File: src/verilog/amss_pkg.sv
// package of constants for the audio mute source select block
//
// Overview of operation
// - three 3-bit read/write selectors at bits 2:0, each reset to zero
// - code 000 drives the port mute input with constant zero
// - code 001 selects port0 data line 7 shared with second spi clock
// - code 010 selects pin shared by data lines and second spi slave-out
// - code 011 selects pin shared by data lines and second spi slave-in
// - code 101 selects first spi slave-in pin
// - code 110 selects first spi chip select shared with second i2c clock
// - code 111 selects first spi enable shared with second i2c data
// - bits 31:3 reserved; reads zero here, software writes zeros
// - transmit bit clock internal, external input or output from mode and direction
// - receive bit clock classified by the same mode and direction scheme
package amss_pkg;

    // ------------------------------------------------------------
    // register map
    // ------------------------------------------------------------
    localparam logic [31:0] AMSS_ADDR_PORT0 = 32'h4000_0018;
    localparam logic [31:0] AMSS_ADDR_PORT1 = 32'h4000_001C;
    localparam logic [31:0] AMSS_ADDR_PORT2 = 32'h4000_0020;
    localparam logic [31:0] AMSS_ADDR_CLKMODE = 32'h4000_0024;
    localparam int          AMSS_NPORTS      = 3;
    localparam int          AMSS_SEL_W       = 3;
    localparam logic [2:0]  AMSS_SEL_RESET   = 3'h0;

    // ------------------------------------------------------------
    // selector codes
    // ------------------------------------------------------------
    localparam logic [2:0] AMSS_SEL_ZERO   = 3'h0;
    localparam logic [2:0] AMSS_SEL_D7     = 3'h1;
    localparam logic [2:0] AMSS_SEL_D8     = 3'h2;
    localparam logic [2:0] AMSS_SEL_D9     = 3'h3;
    localparam logic [2:0] AMSS_SEL_RSVD   = 3'h4;
    localparam logic [2:0] AMSS_SEL_S0SIMO = 3'h5;
    localparam logic [2:0] AMSS_SEL_S0SCS  = 3'h6;
    localparam logic [2:0] AMSS_SEL_S0ENA  = 3'h7;

    // ------------------------------------------------------------
    // bit clock classes, one-hot
    // ------------------------------------------------------------
    typedef enum logic [2:0] {
        AMSS_CLK_EXT_IN  = 3'b001,
        AMSS_CLK_EXT_OUT = 3'b010,
        AMSS_CLK_INT     = 3'b100
    } amss_clk_class_t;

    localparam int AMSS_CM_TXM  = 0;
    localparam int AMSS_CM_TXD  = 1;
    localparam int AMSS_CM_RXM  = 2;
    localparam int AMSS_CM_RXD  = 3;

endpackage

File: src/verilog/amss_sync.sv
// two-stage synchronizer for one mute source
module amss_sync
    import amss_pkg::*;
(
    input  wire logic pclk,
    input  wire logic presetn,
    input  wire logic din,
    output logic      dout
);

    // ------------------------------------------------------------
    // state
    // ------------------------------------------------------------
    typedef struct packed {
        logic s1;
        logic s2;
    } amss_sync_st_t;

    amss_sync_st_t st;
    amss_sync_st_t next_st;

    always_comb begin
        next_st    = st;
        next_st.s1 = din;
        next_st.s2 = st.s1;
    end

    always_ff @(posedge pclk or negedge presetn) begin
        if (!presetn) begin
            st <= '0;
        end else begin
            st <= next_st;
        end
    end

    assign dout = st.s2;

endmodule // amss_sync

File: src/verilog/amss_clkclass.sv
// classifier of a bit clock from its mode and direction bits
module amss_clkclass
    import amss_pkg::*;
(
    input  wire logic      mode,
    input  wire logic      dir_out,
    output amss_clk_class_t cls
);

    always_comb begin
        if (mode && dir_out) begin
            cls = AMSS_CLK_INT;
        end else if (!mode && dir_out) begin
            cls = AMSS_CLK_EXT_OUT;
        end else begin
            // mode 1 with input direction is undefined; treated as input
            cls = AMSS_CLK_EXT_IN;
        end
    end

endmodule // amss_clkclass

File: src/verilog/amss_top.sv
// audio mute source select: apb registers, source mux and synchronizers
module amss_top
    import amss_pkg::*;
(
    input  wire logic        pclk,
    input  wire logic        presetn,
    input  wire logic        psel,
    input  wire logic        penable,
    input  wire logic        pwrite,
    input  wire logic [31:0] paddr,
    input  wire logic [31:0] pwdata,
    output logic      [31:0] prdata,
    output logic             pready,
    output logic             pslverr,
    input  wire logic        data7_second_spi_clock_pin,
    input  wire logic        data8_second_spi_slave_out_pin,
    input  wire logic        data9_second_spi_slave_in_pin,
    input  wire logic        first_spi_slave_in_pin,
    input  wire logic        first_spi_chip_select_i2c_clock_pin,
    input  wire logic        first_spi_enable_i2c_data_pin,
    output logic             mute_in_port0,
    output logic             mute_in_port1,
    output logic             mute_in_port2,
    output logic [2:0]       transmit_clock_class,
    output logic [2:0]       receive_clock_class
);

    // ------------------------------------------------------------
    // state
    // ------------------------------------------------------------
    typedef struct packed {
        logic [AMSS_NPORTS-1:0][AMSS_SEL_W-1:0] sel;
        logic [3:0]                             clkmode;
        logic [31:0]                            rdata;
        logic                                   ready;
        logic                                   err;
        logic [AMSS_NPORTS-1:0]                 mute;
        logic [2:0]                             txcls;
        logic [2:0]                             rxcls;
    } amss_st_t;

    amss_st_t st;
    amss_st_t next_st;

    // ------------------------------------------------------------
    // decode helpers
    // ------------------------------------------------------------
    function automatic int amss_port_index(input logic [31:0] a);
        if (a == AMSS_ADDR_PORT0) begin
            return 0;
        end else if (a == AMSS_ADDR_PORT1) begin
            return 1;
        end else if (a == AMSS_ADDR_PORT2) begin
            return 2;
        end
        return -1;
    endfunction

    function automatic logic amss_mux(input logic [2:0] s, input logic [5:0] pins);
        unique case (s)
            AMSS_SEL_ZERO:   return 1'b0;
            AMSS_SEL_D7:     return pins[0];
            AMSS_SEL_D8:     return pins[1];
            AMSS_SEL_D9:     return pins[2];
            AMSS_SEL_RSVD:   return 1'b0;
            AMSS_SEL_S0SIMO: return pins[3];
            AMSS_SEL_S0SCS:  return pins[4];
            AMSS_SEL_S0ENA:  return pins[5];
        endcase
        return 1'b0;
    endfunction

    // ------------------------------------------------------------
    // source mux and synchronizers
    // ------------------------------------------------------------
    logic [5:0]             pins;
    logic [AMSS_NPORTS-1:0] raw_mute;
    logic [AMSS_NPORTS-1:0] sync_mute;

    assign pins = {first_spi_enable_i2c_data_pin, first_spi_chip_select_i2c_clock_pin,
                   first_spi_slave_in_pin, data9_second_spi_slave_in_pin,
                   data8_second_spi_slave_out_pin, data7_second_spi_clock_pin};

    genvar g;
    generate
        for (g = 0; g < AMSS_NPORTS; g++) begin : g_port
            // mux before the synchronizer so a selector change settles too
            assign raw_mute[g] = amss_mux(st.sel[g], pins);
            amss_sync u_sync (
                .pclk    (pclk),
                .presetn (presetn),
                .din     (raw_mute[g]),
                .dout    (sync_mute[g])
            );
        end
    endgenerate

    // ------------------------------------------------------------
    // bit clock classification
    // ------------------------------------------------------------
    amss_clk_class_t tx_cls;
    amss_clk_class_t rx_cls;

    amss_clkclass u_txcls (
        .mode    (st.clkmode[AMSS_CM_TXM]),
        .dir_out (st.clkmode[AMSS_CM_TXD]),
        .cls     (tx_cls)
    );

    amss_clkclass u_rxcls (
        .mode    (st.clkmode[AMSS_CM_RXM]),
        .dir_out (st.clkmode[AMSS_CM_RXD]),
        .cls     (rx_cls)
    );

    // ------------------------------------------------------------
    // apb slave and registered outputs
    // ------------------------------------------------------------
    logic access;
    int   pidx;

    assign access = psel && penable && !st.ready;

    always_comb begin
        pidx          = amss_port_index(paddr);
        next_st       = st;
        next_st.ready = 1'b0;
        next_st.err   = 1'b0;
        next_st.mute  = sync_mute;
        next_st.txcls = tx_cls;
        next_st.rxcls = rx_cls;
        if (access) begin
            next_st.ready = 1'b1;
            next_st.rdata = '0;
            if (pidx >= 0) begin
                if (pwrite) begin
                    // upper bits dropped; software keeps them zero
                    next_st.sel[pidx] = pwdata[AMSS_SEL_W-1:0];
                end else begin
                    next_st.rdata[AMSS_SEL_W-1:0] = st.sel[pidx];
                end
            end else if (paddr == AMSS_ADDR_CLKMODE) begin
                if (pwrite) begin
                    next_st.clkmode = pwdata[3:0];
                end else begin
                    next_st.rdata[3:0] = st.clkmode;
                end
            end else begin
                next_st.err = 1'b1;
            end
        end
    end

    always_ff @(posedge pclk or negedge presetn) begin
        if (!presetn) begin
            st       <= '0;
            st.sel   <= {AMSS_NPORTS{AMSS_SEL_RESET}};
            st.txcls <= AMSS_CLK_EXT_IN;
            st.rxcls <= AMSS_CLK_EXT_IN;
        end else begin
            st <= next_st;
        end
    end

    assign prdata               = st.rdata;
    assign pready               = st.ready;
    assign pslverr              = st.err;
    assign mute_in_port0        = st.mute[0];
    assign mute_in_port1        = st.mute[1];
    assign mute_in_port2        = st.mute[2];
    assign transmit_clock_class = st.txcls;
    assign receive_clock_class  = st.rxcls;

    // ------------------------------------------------------------
    // checks
    // ------------------------------------------------------------
    chk_zero_sel_mute: assert property (@(posedge pclk) disable iff (!presetn)
        (st.sel[0] == AMSS_SEL_ZERO) [*4] |-> !mute_in_port0)
        else $error("port0 mute high with zero selector");

    chk_rsvd_sel_mute: assert property (@(posedge pclk) disable iff (!presetn)
        (st.sel[1] == AMSS_SEL_RSVD) [*4] |-> !mute_in_port1)
        else $error("port1 mute high with reserved selector");

    chk_d7_path_lat: assert property (@(posedge pclk) disable iff (!presetn)
        (st.sel[0] == AMSS_SEL_D7) [*4] |->
        mute_in_port0 == $past(data7_second_spi_clock_pin, 3))
        else $error("port0 mute does not follow data line 7 pin");

    chk_d8_path_lat: assert property (@(posedge pclk) disable iff (!presetn)
        (st.sel[2] == AMSS_SEL_D8) [*4] |->
        mute_in_port2 == $past(data8_second_spi_slave_out_pin, 3))
        else $error("port2 mute does not follow data line 8 pin");

    chk_d9_path_lat: assert property (@(posedge pclk) disable iff (!presetn)
        (st.sel[1] == AMSS_SEL_D9) [*4] |->
        mute_in_port1 == $past(data9_second_spi_slave_in_pin, 3))
        else $error("port1 mute does not follow data line 9 pin");

    chk_simo_path_lat: assert property (@(posedge pclk) disable iff (!presetn)
        (st.sel[0] == AMSS_SEL_S0SIMO) [*4] |->
        mute_in_port0 == $past(first_spi_slave_in_pin, 3))
        else $error("port0 mute does not follow first spi slave-in");

    chk_scs_path_lat: assert property (@(posedge pclk) disable iff (!presetn)
        (st.sel[2] == AMSS_SEL_S0SCS) [*4] |->
        mute_in_port2 == $past(first_spi_chip_select_i2c_clock_pin, 3))
        else $error("port2 mute does not follow chip select pin");

    chk_ena_path_lat: assert property (@(posedge pclk) disable iff (!presetn)
        (st.sel[1] == AMSS_SEL_S0ENA) [*4] |->
        mute_in_port1 == $past(first_spi_enable_i2c_data_pin, 3))
        else $error("port1 mute does not follow enable handshake pin");

    chk_sel_write_read: assert property (@(posedge pclk) disable iff (!presetn)
        (access && pwrite && paddr == AMSS_ADDR_PORT1) |=>
        st.sel[1] == $past(pwdata[2:0]))
        else $error("selector write not stored");

    chk_rsvd_read_zero: assert property (@(posedge pclk) disable iff (!presetn)
        (access && !pwrite && pidx >= 0) |=> prdata[31:3] == '0 && pready)
        else $error("reserved selector bits not zero on read");

    chk_tx_class_map: assert property (@(posedge pclk) disable iff (!presetn)
        (st.clkmode[AMSS_CM_TXM] && st.clkmode[AMSS_CM_TXD]) [*2] |->
        transmit_clock_class == AMSS_CLK_INT)
        else $error("transmit clock not internal");

    chk_rx_class_map: assert property (@(posedge pclk) disable iff (!presetn)
        (!st.clkmode[AMSS_CM_RXM] && st.clkmode[AMSS_CM_RXD]) [*2] |->
        receive_clock_class == AMSS_CLK_EXT_OUT)
        else $error("receive clock not external output");

endmodule // amss_top

File: config.mk
export PLATFORM = sky130hd
export DESIGN_NAME = amss_top
export DESIGN_NICKNAME = d
export VERILOG_FILES = /design/src/verilog/amss_pkg.sv /design/src/verilog/amss_sync.sv /design/src/verilog/amss_clkclass.sv /design/src/verilog/amss_top.sv
export SDC_FILE = /design/constraint.sdc
export NUM_CORES = 1
export LEC_CHECK = 0
export BUFFER_PORTS_ARGS = -buffer_cell sky130_fd_sc_hd__clkbuf_2
export CAP_MARGIN = 0
export CORE_UTILIZATION = 35
export DETAILED_ROUTE_END_ITERATION = 16
export GPL_ROUTABILITY_DRIVEN = 0
export MAX_ROUTING_LAYER = met4
export PLACE_DENSITY_LB_ADDON = 0.05
export SYNTH_ARGS = -nofsm -noshare
export SYNTH_HDL_FRONTEND = slang
export SYNTH_SLANG_ARGS = --single-unit
File: constraint.sdc
create_clock -name pclk -period 4.35 [get_ports pclk]
set_input_delay 0.2175 -clock pclk [delete_from_list [all_inputs] [get_ports pclk]]
set_output_delay 0.2175 -clock pclk [all_outputs]
set_load 0.005 [all_outputs]
Word-level counts from Yosys, hierarchy flattened. Index checks and enable logic that the tools add are counted. W data, S select, Z words.

Bits in registers: 34. Input bits: 75. Logic and storage cells: 100.

Magnitude comparators: 3. Eq/ne operators: 25. Mux-type cells: 34. Bitwise operators: 1. Reductions and logical operators: 21.

Operators with widths (count): $eq A32 B31 Y1 const B (4); $ge A32 B1 Y1 const B (2); $eq A3 B3 Y1 const B (12); $lt A32 B4 Y1 const B (1); $mux W32 (1); $reduce_or A8 Y1 (3); $mux W3 (7); $pmux W1 S7 (3); $eq A3 B2 Y1 const B (6); $mux W1 (12); $mux W2 (6); $bwmux W9 (1); $eq A3 B1 Y1 const B (3); $logic_not A3 Y1 (3); $mux W4 (2); $logic_and A1 B1 Y1 (7); $bmux W3 S2 (1); $demux W3 S2 (1); $reduce_or A2 Y1 (3); $reduce_and A4 Y1 (1); $logic_not A1 Y1 (3); $reduce_and A3 Y1 (1); $not A1 Y1 (1).

Depth between registers and ports, before layout. Gate-level depths: netlist of the first run.

Depth after elaboration: 10. Mapped depth: 5.

Hierarchy. A second synthesis of the first run with hierarchy kept.

Cell total of the unflattened synthesis: 160. Area, all modules: 1985.7 um^2.

By module, submodules not included: amss_top (times used 1, cells an instance 148, area an instance 1795.5 um^2); amss_sync (times used 3, cells an instance 2, area an instance 50.0 um^2); amss_clkclass (times used 2, cells an instance 3, area an instance 20.0 um^2).

Worst setup path after synthesis of the first run. No wires, ideal clock.

Path kind: register to register. Start point: register st (netlist bit pready). End point: register st[43] (netlist name). Library setup time: 0.125 ns. Data arrival time: 1.534 ns. Path slack: 2.691 ns. Stages on the path, launching flop included: 6. Period minus slack after synthesis: 1.659 ns. Path through: dfrtp_1 > nand3b_1 > inv_1 > nand3_1 > nor3_2 > mux2_2.

Word-level cells in the longest chain between the ends: 3.

RTL lines: from (decl) (RTL line amss_top.sv:42) `amss_st_t st;`; from (signal assigned) (RTL line amss_top.sv:161) `st <= next_st;`; $logic_not A1 Y1 (RTL line amss_top.sv:122) `assign access = psel && penable && !st.ready;`; $logic_and A1 B1 Y1 (RTL line amss_top.sv:122); named net access (RTL line amss_top.sv:119) `logic access;`; $reduce_and A4 Y1 (no line).

The timed path passes the listed nets, and every way through them passes these cells. A chain may end at the register's enable or synchronous reset.

Final worst setup path of the first run.
Start point: register st (netlist bit pready). End point: register st[44] (netlist name).

Same word-level chain as after synthesis.

==> impl_results.md, run 1 <==
* Result of the run: completed
* First-pass GRT wire length at around 5700 um
* Total Nets Final at 285
* Shortest period the worst path allows at 1.84 ns
* Later-pin clock latency in the skew report at roughly 0.29 ns
* Final hold violation count at 0
* Largest net degree at the start of global routing at 35
* Setup-violating endpoint count in the final report at 0
* Crit-path slowest cell: dfrtp_1
* Share of power burned in combinational logic at slightly below 8%
* Power Dens Cells at approximately 330 nW/um^2
* Starting density of the core at a little over a third
* Area occupied by multi-input gates at between 800 and 900 um^2
* Sequential element share of the synthesized area at a little under half
* Actual slew at the worst max-slew pin at 0.830 ns
* DP Wirelength at 2930 um
* Number of logic stages on the critical path including buffering at 5
* Gr ovfl total at 0
* Syn Inst Count at 154
* Static Leakage at 1.12 nW
* Fraction of final layout cells sized beyond drive strength 1 at 48.3%
* Number of instances resized during post-cts repair at 0
* Delay contributed by the slowest stage of the critical path at about 0.38 ns
* Total instance count after detailed placement at between 200 and 300
* Die outline height at 75.3 um
* Area growth from synthesis to layout at 18.2%
* Class of the worst hold path: in2async
* Drt total wl at 3620 um
* Via count of the first global-routing pass at approximately 1,200
* Non-filler cells in the finished layout at roughly 280
* FFs w/ async S/R, synth at 100%
* Largest fanout on the critical path at 6
* Post-detailed-route via-to-cell ratio at 4.50
* Detail-routed net length per standard cell at approximately 13 um
* Final ANT Viol Nets at 0
* Cell area after placement at 2080 um^2
* Area of all placed cells without fillers at 2220 um^2
* Root Buffer Master: clkbuf_8
* Primary FF master, synth: dfrtp_1
* Req. time, crit path at 4.52 ns
* Number of clock buffers inserted by TritonCTS at 5
* Vias post-DR at around 1,300
* Post-CTS repair timing setup buffer count at 0
* Die Outline Area at about 5700 um^2
* Type of element launching the critical path: register
* Rows at 26
* Clock network fraction of total power at 48.2%
* Buffer levels on the longest clock path at 2
* Number of antenna repair diodes at 0
* CP Cell Sequence: nand3b_1 -> inv_1 -> nand3_1 -> nor3_2 -> mux2_2
* CTS sink count at 34
* Skew final at a little over 0.005 ns
* Setup repair after global routing missed its margin: no
* Cell types occupying the most area after synthesis: dfrtp_1, buf_4, mux2_2, nor4_4, mux4_2
* Synthesis-stage register bit count at 34
* CTS Hold Bufs at 0
* Number of search-and-repair iterations in the first detailed-routing pass at 4
* Distinct cell type count of the synthesized netlist at 35
* CTS HTree Levels at 2
* IO Port Bufs at slightly above 60
* Combined flip-flop and latch cell area at ~850 um^2
* Combined global-route utilization of all metal layers at 14.3%
* Number of buffer and inverter stages on the critical path at 1
* Sort of element at the end of the critical path: register
* DRT iter0 DRCs at 59
* Cell type contributing the most total cell area after synthesis: dfrtp_1
* Antenna violations before repair at 0
* Chip width at about 75 um
* Share of power burned in registers at a little over two fifths
* Core region area at ~5000 um^2
* Net Switching at 153 uW
* Clock edge transition at the registers on the reported setup and hold paths at 0.07 ns
* Area fraction of the dominant cell type after synthesis at 42.6%
* # IOs at 118
* Critical path class: reg2reg
* Number of cells traversed by the worst register-to-register path at 5
* Final worst-path cycle share at roughly 42%
* Net Sw Frac at between 20% and 30%
* Number of max-capacitance violations reported at 0
* Count of flip-flops with a built-in enable after synthesis at 0
* TritonCTS clock tree: built
* Total of fill cells in the finished design at 526
* Maximum frequency from static timing analysis at roughly 0.54 GHz
* Max-slew headroom at between 40% and 50%
* Netlist area before placement at ~1900 um^2
* Slew Limit Fails at 0
* DRC violations left at 0
* Internal power contribution at 570 uW
* Category of cells accounting for the largest share of critical-path delay: simple AND/OR/NAND/NOR gates
* Final-layout setup total negative slack at 0 ns
* Worst ir drop on vdd at about 0.00011 V
* Syn Area/Cell at ~12 um^2
* Total of warnings raised by yosys at 0
* Data arrival at the endpoint of the critical path at between 2 and 2.5 ns
logic make-up (layout without fill, tap and decap cells):
logic type,count (synthesis),in the layout,synth area share (%)
DFF,34,34,45.4
AOI/OAI and AO/OA,13,13,4.86
and+or+nand+nor,43,43,19.3
buffers and inverters,42,72,16.0
muxes,21,21,14.2
other,1,28,0.200
final cells by class:
| type | count | area share [%] |
|---|---|---|
| clock inverters | 3 | 3.10 |
| multi-input cells | 105 | 37.2 |
| clock buffers | 5 | 3.10 |
| flip-flops and latches | 34 | 38.4 |
| inverters | 3 | 0.507 |
| repair buffers | 61 | 13.7 |
| well taps | 70 | 3.94 |
Yosys cell counts, drive strengths merged (2+ instances only):
cell type and count:
buf 38, dfrtp 32, mux2 16, nand2 11, nor4 9, nor2 4, o21ai 4, inv 3
mux4 3, nand2b 3, nor3 3, or4 3, and2 2, dfstp 2, mux2i 2, nand3b 2
nand4 2, o211ai 2, o31ai 2
power by group through the flow:
stage                     logic, mW  registers, mW  clock network [mW]
after CTS                    0.0580          0.317               0.359
after global routing         0.0641          0.317               0.373
after floorplan              0.0380          0.324                   0
final                        0.0573          0.317               0.349
after detailed placement     0.0579          0.323                   0
after global placement       0.0561          0.323                   0
cells in the final DEF, fill, tap and decap left out:
master     instances
a211oi_1           1
a21o_1             1
a221oi_1           1
a22oi_1            1
a32o_1             1
and2_1             2
and3b_1            1
bufinv_16          2
clkbuf_2          61
clkbuf_8           5
clkinv_4           1
conb_1            28
dfrtp_1           32
dfstp_2            2
inv_1              3
mux2_2            16
mux2i_1            2
mux4_2             3
nand2_1           11
nand2b_1           3
nand3_1            1
nand3b_1           2
nand4_1            1
nand4_4            1
nor2_1             4
nor3_1             2
nor3_2             1
nor3b_1            1
nor4_1             1
nor4_2             4
nor4_4             4
nor4b_4            1
o211ai_1           2
o21ai_0            4
o31ai_1            2
or4_1              2
or4_4              1
routing by layer:
metal,vias to the layer above,routed length (um),GRT usage (%)
met1,597,1450,16.9
met2,64,1860,22.3
met4,0,85,7.00
met5,-,0,-
met3,8,226,3.88
li1,596,-,-
flip-flops by register name, summed over array words and instances (netlist names):
signal and cells:
st 13, prdata 4, g_port.u_sync.dout 3, g_port.u_sync.next_st 3
receive_clock_class 3, transmit_clock_class 3, mute_in_port0 1, mute_in_port1 1
mute_in_port2 1, pready 1, pslverr 1
through the flow:
| stage | power, mW | utilization (%) | hold slack [ns] | worst slack [ns] |
|---|---|---|---|---|
| final | 0.724 | 43.2 | 0.0181 | 2.51 |
| after global placement | 0.380 | 40.6 | 0.333 | 2.40 |
| after global routing | 0.755 | 43.2 | 0.0837 | 2.35 |
| after detailed placement | 0.381 | 40.6 | 0.335 | 2.34 |
| after floorplan | 0.362 | - | -0.0781 | 2.69 |
| after CTS | 0.734 | 43.2 | 0.0531 | 2.48 |
path summary, 6_finish.rpt:
path	from	end	slack, ns
setup reg to reg	pready	st[44]	2.51
min in group pclk	pwdata[3]	st[46]	0.18
hold / removal	presetn	prdata[2]	0.02
hold reg to reg	g_port[2].u_sync.next_st[0]	g_port[2].u_sync.dout	0.35
setup / recovery	pready	st[44]	2.51
max in group asynchronous	presetn	mute_in_port1	3.81
Note: power is estimated with default switching activity, not from simulation.
==> run 2: changes to the inputs <==
Clock period 4.35 ns to 1.6 ns, I/O delays scaled along.
==> impl_results.md, run 2 (synthesis gave the netlist of run 1 again) <==
* Net Sw Frac at between 20% and 30%
* Category of cells accounting for the largest share of critical-path delay: simple AND/OR/NAND/NOR gates
* Number of max-capacitance violations reported at 0
* Clock edge transition at the registers on the reported setup and hold paths at 0.07 ns
* Commonest non-fill, non-tap cells in the layout: clkbuf_2, dfrtp_1, conb_1, nand2_1, buf_4
* Final-layout setup total negative slack at -0.000440 ns
* Fraction of final layout cells sized beyond drive strength 1 at between 50% and 60%
* DRC violations left at 0
* Post-detailed-route via-to-cell ratio at approximately 4.4
* Result of the run: finished, violations left
* Final worst-path cycle share at 100%
* Class of the worst hold path: in2reg
* First-pass GRT wire length at approximately 6000 um
* Combined global-route utilization of all metal layers at between 10% and 20%
* CTS sink count at 34
* Number of clock buffers inserted by TritonCTS at 5
* Clock network fraction of total power at 42.3%
* Antenna violations before repair at 0
* Shortest period the worst path allows at around 1.6 ns
* Power Dens Cells at 772 nW/um^2
* Data arrival at the endpoint of the critical path at between 1.5 and 2 ns
* Area occupied by multi-input gates at roughly 860 um^2
* Share of power burned in combinational logic at 9.4%
* Final ANT Viol Nets at 0
* Static Leakage at approximately 1.2 nW
* Via count of the first global-routing pass at between 1,000 and 1,500
* Number of antenna repair diodes at 0
* Vias post-DR at 1,284
* Util after Layout at a little under half
* CTS HTree Levels at 2
* Combined flip-flop and latch cell area at ~850 um^2
* Root Buffer Master: clkbuf_8
* Gr ovfl total at 0
* Largest fanout on the critical path at 4
* Maximum frequency from static timing analysis at approximately 0.62 GHz
* Net Switching at roughly 390 uW
* Number of search-and-repair iterations in the first detailed-routing pass at 4
* Non-filler cells in the finished layout at 293
* Largest net degree at the start of global routing at 35
* Worst ir drop on vdd at ~0.00029 V
* Most common cell after layout, fill and taps aside: clkbuf_2
* # IOs at 118
* Internal power contribution at roughly 1.4 mW
* Critical path class: reg2reg
* Skew final at approximately 0.0033 ns
* Share of power burned in registers at between 40% and 50%
* Die Outline Area at between 5000 and 6000 um^2
* Most flops, register: st
* CP Cell Sequence: nand3b_1 -> inv_2 -> nand3_2 -> nor4_4 -> buf_4 -> mux2_4
* Later-pin clock latency in the skew report at roughly 0.28 ns
* Delay contributed by the slowest stage of the critical path at around 0.37 ns
* Total Nets Final at between 200 and 300
* Setup-violating endpoint count in the final report at 1
* Area growth from synthesis to layout at 23.2%
* Rows at 26
* Core region area at ~5100 um^2
* Req. time, crit path at 1.77 ns
* Drt total wl at ~3800 um
* Type of element launching the critical path: register
* TritonCTS clock tree: built
* Starting density of the core at 36.6%
* IO Port Bufs at 61
* Crit-path slowest cell: dfrtp_1
* Die outline height at 75.3 um
* Detail-routed net length per standard cell at about 13 um
* Buffer levels on the longest clock path at 2
* Cell area after placement at around 2200 um^2
* Total of fill cells in the finished design at roughly 530
* Sort of element at the end of the critical path: register
* DRT iter0 DRCs at 33
* Number of buffer and inverter stages on the critical path at 2
* DP Wirelength at slightly above 3000 um
* Slew Limit Fails at 0
* Failing checks: setup timing
* Total instance count after detailed placement at approximately 280
* Area of all placed cells without fillers at 2320 um^2
* Number of flip-flops in the largest register at 13
* Chip width at 75.3 um
* Setup repair after global routing missed its margin: yes
* Final hold violation count at 0
* Smallest setup slack after layout at -0.000440 ns
## run 2: cell types whose count changed in the layout (fill, tap and decap cells not counted), sizes merged
cell,change
buf,+11
dlygate4sd3,+1
bufinv,-1
clkinv,-1
clkbuf,+2
## run 2: cell type report
type / instances / area share (%)
well taps: 70 / 3.78
inverters: 3 / 0.486
flip-flops and latches: 34 / 36.8
repair buffers: 73 / 17.2
clock inverters: 1 / 1.30
multi-input cells: 105 / 37.1
clock buffers: 7 / 3.30
## run 2: path summary, 6_finish.rpt
path | from | to | slack [ns] | cells past startpoint
worst max-delay path | pready | st[51] | -0.0004 | 6
worst min-delay path | pwdata[3] | st[46] | 0.04 | 2
worst max register to register | pready | st[51] | -0.0004 | 6
worst min register to register | g_port[0].u_sync.dout | mute_in_port0 | 0.35 | 0
max in group asynchronous | presetn | transmit_clock_class[0] | 0.91 | 3
min in group asynchronous | presetn | prdata[1] | 0.36 | 3
## run 2: repair_timing
| action | in CTS | in global routing |
|---|---|---|
| hold buffers | 1 | 0 |
| setup buffers | 1 | 0 |
| endpoints found under the setup margin | 13 | 14 |
| hold endpoints to repair | 32 | 0 |
| gates resized for setup | 5 | 3 |
| pin swaps | 2 | 1 |
## run 2: metrics by stage
stage	hold slack (ns)	setup slack (ns)	total power, mW
global route	0.0315	-0.0829	1.88
CTS	0.0280	-0.00554	1.82
global placement	0.124	-0.0535	1.04
detailed placement	0.137	-0.119	1.05
finish	0.0358	-0.000440	1.79
floorplan	-0.216	-0.0123	0.983
## run 2: worst register-to-register path: stages (launching register included)
cell and delay (ns):
dfrtp_1 0.37, nand3b_1 0.19, inv_2 0.10, nand3_2 0.12, nor4_4 0.22, buf_4 0.18, mux2_4 0.30
## run 2: routing by layer
| metal | up-vias | global-route usage [%] | routed length (um) | part of all wire, % |
|---|---|---|---|---|
| li1 | 618 | - | - | - |
| met5 | - | - | 0 | 0 |
| met1 | 599 | 16.1 | 1510 | 40 |
| met3 | 7 | 3.61 | 200 | 5.2 |
| met2 | 60 | 26.4 | 2040 | 54 |
| met4 | 0 | 4.73 | 63 | 1.7 |
## run 2: power groups by stage
stage                     Sequential (mW)  Combinational [mW]  Clock (mW)
after detailed placement            0.879               0.167           0
after global routing                0.863               0.189       0.825
after CTS                           0.863               0.171       0.786
after global placement              0.879               0.161           0
after floorplan                     0.880               0.103           0
final                               0.863               0.169       0.755
==> run 3: changes to the inputs <==
Settings changed: ABC_AREA set to 1, CAP_MARGIN 0 to 10, CELL_PAD_IN_SITES_DETAIL_PLACEMENT set to 1, CELL_PAD_IN_SITES_GLOBAL_PLACEMENT set to 1, CORE_UTILIZATION 35 to 27.
==> impl_results.md, run 3 <==
* Worst flop-to-flop path endpoint: prdata[1]
* Setup-violating endpoint count in the final report at 0
* Area growth from synthesis to layout at 20.1%
* Total of warnings raised by yosys at 0
* CTS sink count at 34
* Setup slack of the worst register-to-register path at about 0.24 ns
* Number of flip-flops in the largest register at 13
* Number of max-capacitance violations reported at 0
* # IOs at approximately 120
* First-pass GRT wire length at 7470 um
* Vias post-DR at about 1,700
* Starting density of the core at 28.1%
* Sort of element at the end of the critical path: register
* Shortest period the worst path allows at 1.41 ns
* Number of cells traversed by the worst register-to-register path at 9
* Clock edge transition at the registers on the reported setup and hold paths at approximately 0.07 ns
* Post-detailed-route via-to-cell ratio at 3.98
* Die Outline Area at slightly below 8000 um^2
* Final hold violation count at 0
* DRC violations left at 0
* Number of buffer and inverter stages on the critical path at 6
* Skew final at 0.00297 ns
* Detail-routed net length per standard cell at around 11 um
* Maximum frequency from static timing analysis at 0.709 GHz
* Largest net degree at the start of global routing at 35
* Most common cell in the netlist: nand2_1
* Slew Limit Fails at 0
* Fraction of final layout cells sized beyond drive strength 1 at between 30% and 40%
* Cell type with the highest occurrence count on the critical path: inv_2
* Critical path class: in2reg
* Reg-to-reg startpoint: pready
* Commonest non-fill, non-tap cells in the layout: clkbuf_2, nand2_1, dfrtp_1, nor2_1
* Overall Power at around 2.0 mW
* DRT iter0 DRCs at 31
* Type of element launching the critical path: input pin
* Sequential element share of the synthesized area at between 40% and 50%
* Crit-path slowest cell: dlygate4sd3_1
* Worst ir drop on vdd at 0.000310 V
* Number of stages on the worst hold path at 3
* Area fraction of the dominant cell type after synthesis at 39.3%
* Root Buffer Master: clkbuf_8
* Syn Inst Count at about 260
* Total Nets Final at 394
* Core region area at 7250 um^2
* Netlist area before placement at 2040 um^2
* Combined global-route utilization of all metal layers at 13.1%
* Drt total wl at between 4000 and 5000 um
* Chip width at between 80 and 90 um
* TritonCTS clock tree: built
* Gr ovfl total at 0
* Util after Layout at approximately a third
* Final-layout setup total negative slack at 0 ns
* Final ANT Viol Nets at 0
* Cell types occupying the most area after synthesis: dfrtp_1, buf_4, nand2_1, nor2_1, inv_1
* Pre-CTS setup slack at 0.114 ns
* Cell type contributing the most total cell area after synthesis: dfrtp_1
* Source of the worst hold timing path: psel
* Synthesis-stage register bit count at 34
* Antenna violations before repair at 0
* Number of search-and-repair iterations in the first detailed-routing pass at 4
* Post-route worst hold slack at 0.0181 ns
* Smallest setup slack after layout at approximately 0.19 ns
* Final worst-path cycle share at between 80% and 90%
* DP Wirelength at between 3000 and 4000 um
* IO Port Bufs at between 60 and 70
* Result of the run: completed
* Category of cells accounting for the largest share of critical-path delay: buffers and inverters
* Primary FF master, synth: dfrtp_1
* Req. time, crit path at about 1.8 ns
* Later-pin clock latency in the skew report at between 0.2 and 0.3 ns
* Rows at 31
* Setup repair after global routing missed its margin: no
* Die outline height at around 89 um
* Total of fill cells in the finished design at between 900 and 1,000
* Power Dens Cells at about 810 nW/um^2
* Class of the worst hold path: in2reg
* Number of clock buffers inserted by TritonCTS at 5
* Worst min-delay path endpoint: pready
* Most common cell after layout, fill and taps aside: clkbuf_2
* Static Leakage at ~1.4 nW
* CTS HTree Levels at 2
* Largest fanout on the critical path at 7
* Delay contributed by the slowest stage of the critical path at 0.53 ns
* Most flops, register: st
* Number of antenna repair diodes at 0
* Data arrival at the endpoint of the critical path at around 1.6 ns
* Buffer levels on the longest clock path at 2
* FFs w/ async S/R, synth at 100%
* Distinct cell type count of the synthesized netlist at 29
* CP Cell Sequence: dlygate4sd3_1 -> clkbuf_2 -> nand2_1 -> nor2_1 -> inv_2 -> nor2_1 -> inv_2 -> nor2_2 -> inv_2 -> o21ai_1 -> inv_1 -> nand2_1
* Syn Area/Cell at 7.86 um^2
* Most used standard cells in the synthesized netlist: nand2_1, buf_4, dfrtp_1
* Via count of the first global-routing pass at approximately 1,600
* Count of flip-flops with a built-in enable after synthesis at 0
==> run 3: where the power goes <==
group          leakage (nW)  switching (mW)  internal (mW)
Combinational         0.826          0.0892         0.0609
Clock                0.0683           0.339          0.624
Sequential            0.467         0.00100          0.862
==> run 3: repair_timing <==
| item | in CTS | in global routing |
|---|---|---|
| buffers inserted | 0 | 0 |
| hold buffers | 2 | 0 |
| endpoints found under the setup margin | 0 | 0 |
| endpoints found under the hold margin | 33 | 0 |
| resized for setup | 0 | 0 |
==> run 3: layout make-up <==
type / instances / area, um^2 / area share (%)
Clock inverter: 3 / 68.8 / 2.81
Sequential cell: 34 / 853 / 34.9
Clock buffer: 5 / 68.8 / 2.81
Multi-Input combinational cell: 176 / 850 / 34.7
Tap cell: 99 / 124 / 5.06
Timing Repair Buffer: 64 / 333 / 13.6
Inverter: 38 / 150 / 6.13
==> run 3: worst reg2reg max path, stage by stage (launching register included) <==
cell	delay [ns]
dfrtp_1	0.38
nor2_1	0.17
inv_2	0.11
nor2_1	0.13
inv_2	0.06
nor2_2	0.18
inv_2	0.05
o21ai_1	0.11
inv_1	0.05
nand2_1	0.05
==> run 3: per-layer routing <==
layer  vias up  GRT usage (%)  part of all wire, %
met5         -              -                    0
met4         0           3.52                  1.3
met3         4           2.80                  4.5
met2        49           21.3                   48
met1       764           16.5                   46
li1        849              -                    -
==> run 3: stage by stage <==
stage,std cells,instance area [um^2]
2_1_floorplan,286,2140
3_3_place_gp,409,2290
3_5_place_dp,409,2290
4_1_cts,419,2450
5_1_grt,419,2450
6_report,419,2450
==> run 3: worst max path at each step <==
stage          startpoint         to  slack, ns  depth (start not counted)
2_1_floorplan      pready     st[46]       0.37                          5
3_3_place_gp     paddr[1]  prdata[2]       0.12                         13
3_5_place_dp    paddr[27]  prdata[2]       0.11                         13
4_1_cts           penable  prdata[1]       0.17                         12
5_1_grt           penable  prdata[1]       0.04                         12
6_report          penable  prdata[1]       0.19                         12
==> run 3: logic make-up (layout without fill, tap and decap cells) <==
group           after synthesis  after routing  synth area share [%]
compound gates               35             35                  9.71
simple gates                112            112                  26.1
mux                           1              1                 0.737
other cells                   1             28                 0.184
flops                        34             34                  41.9
buf+inv                      76            110                  21.4
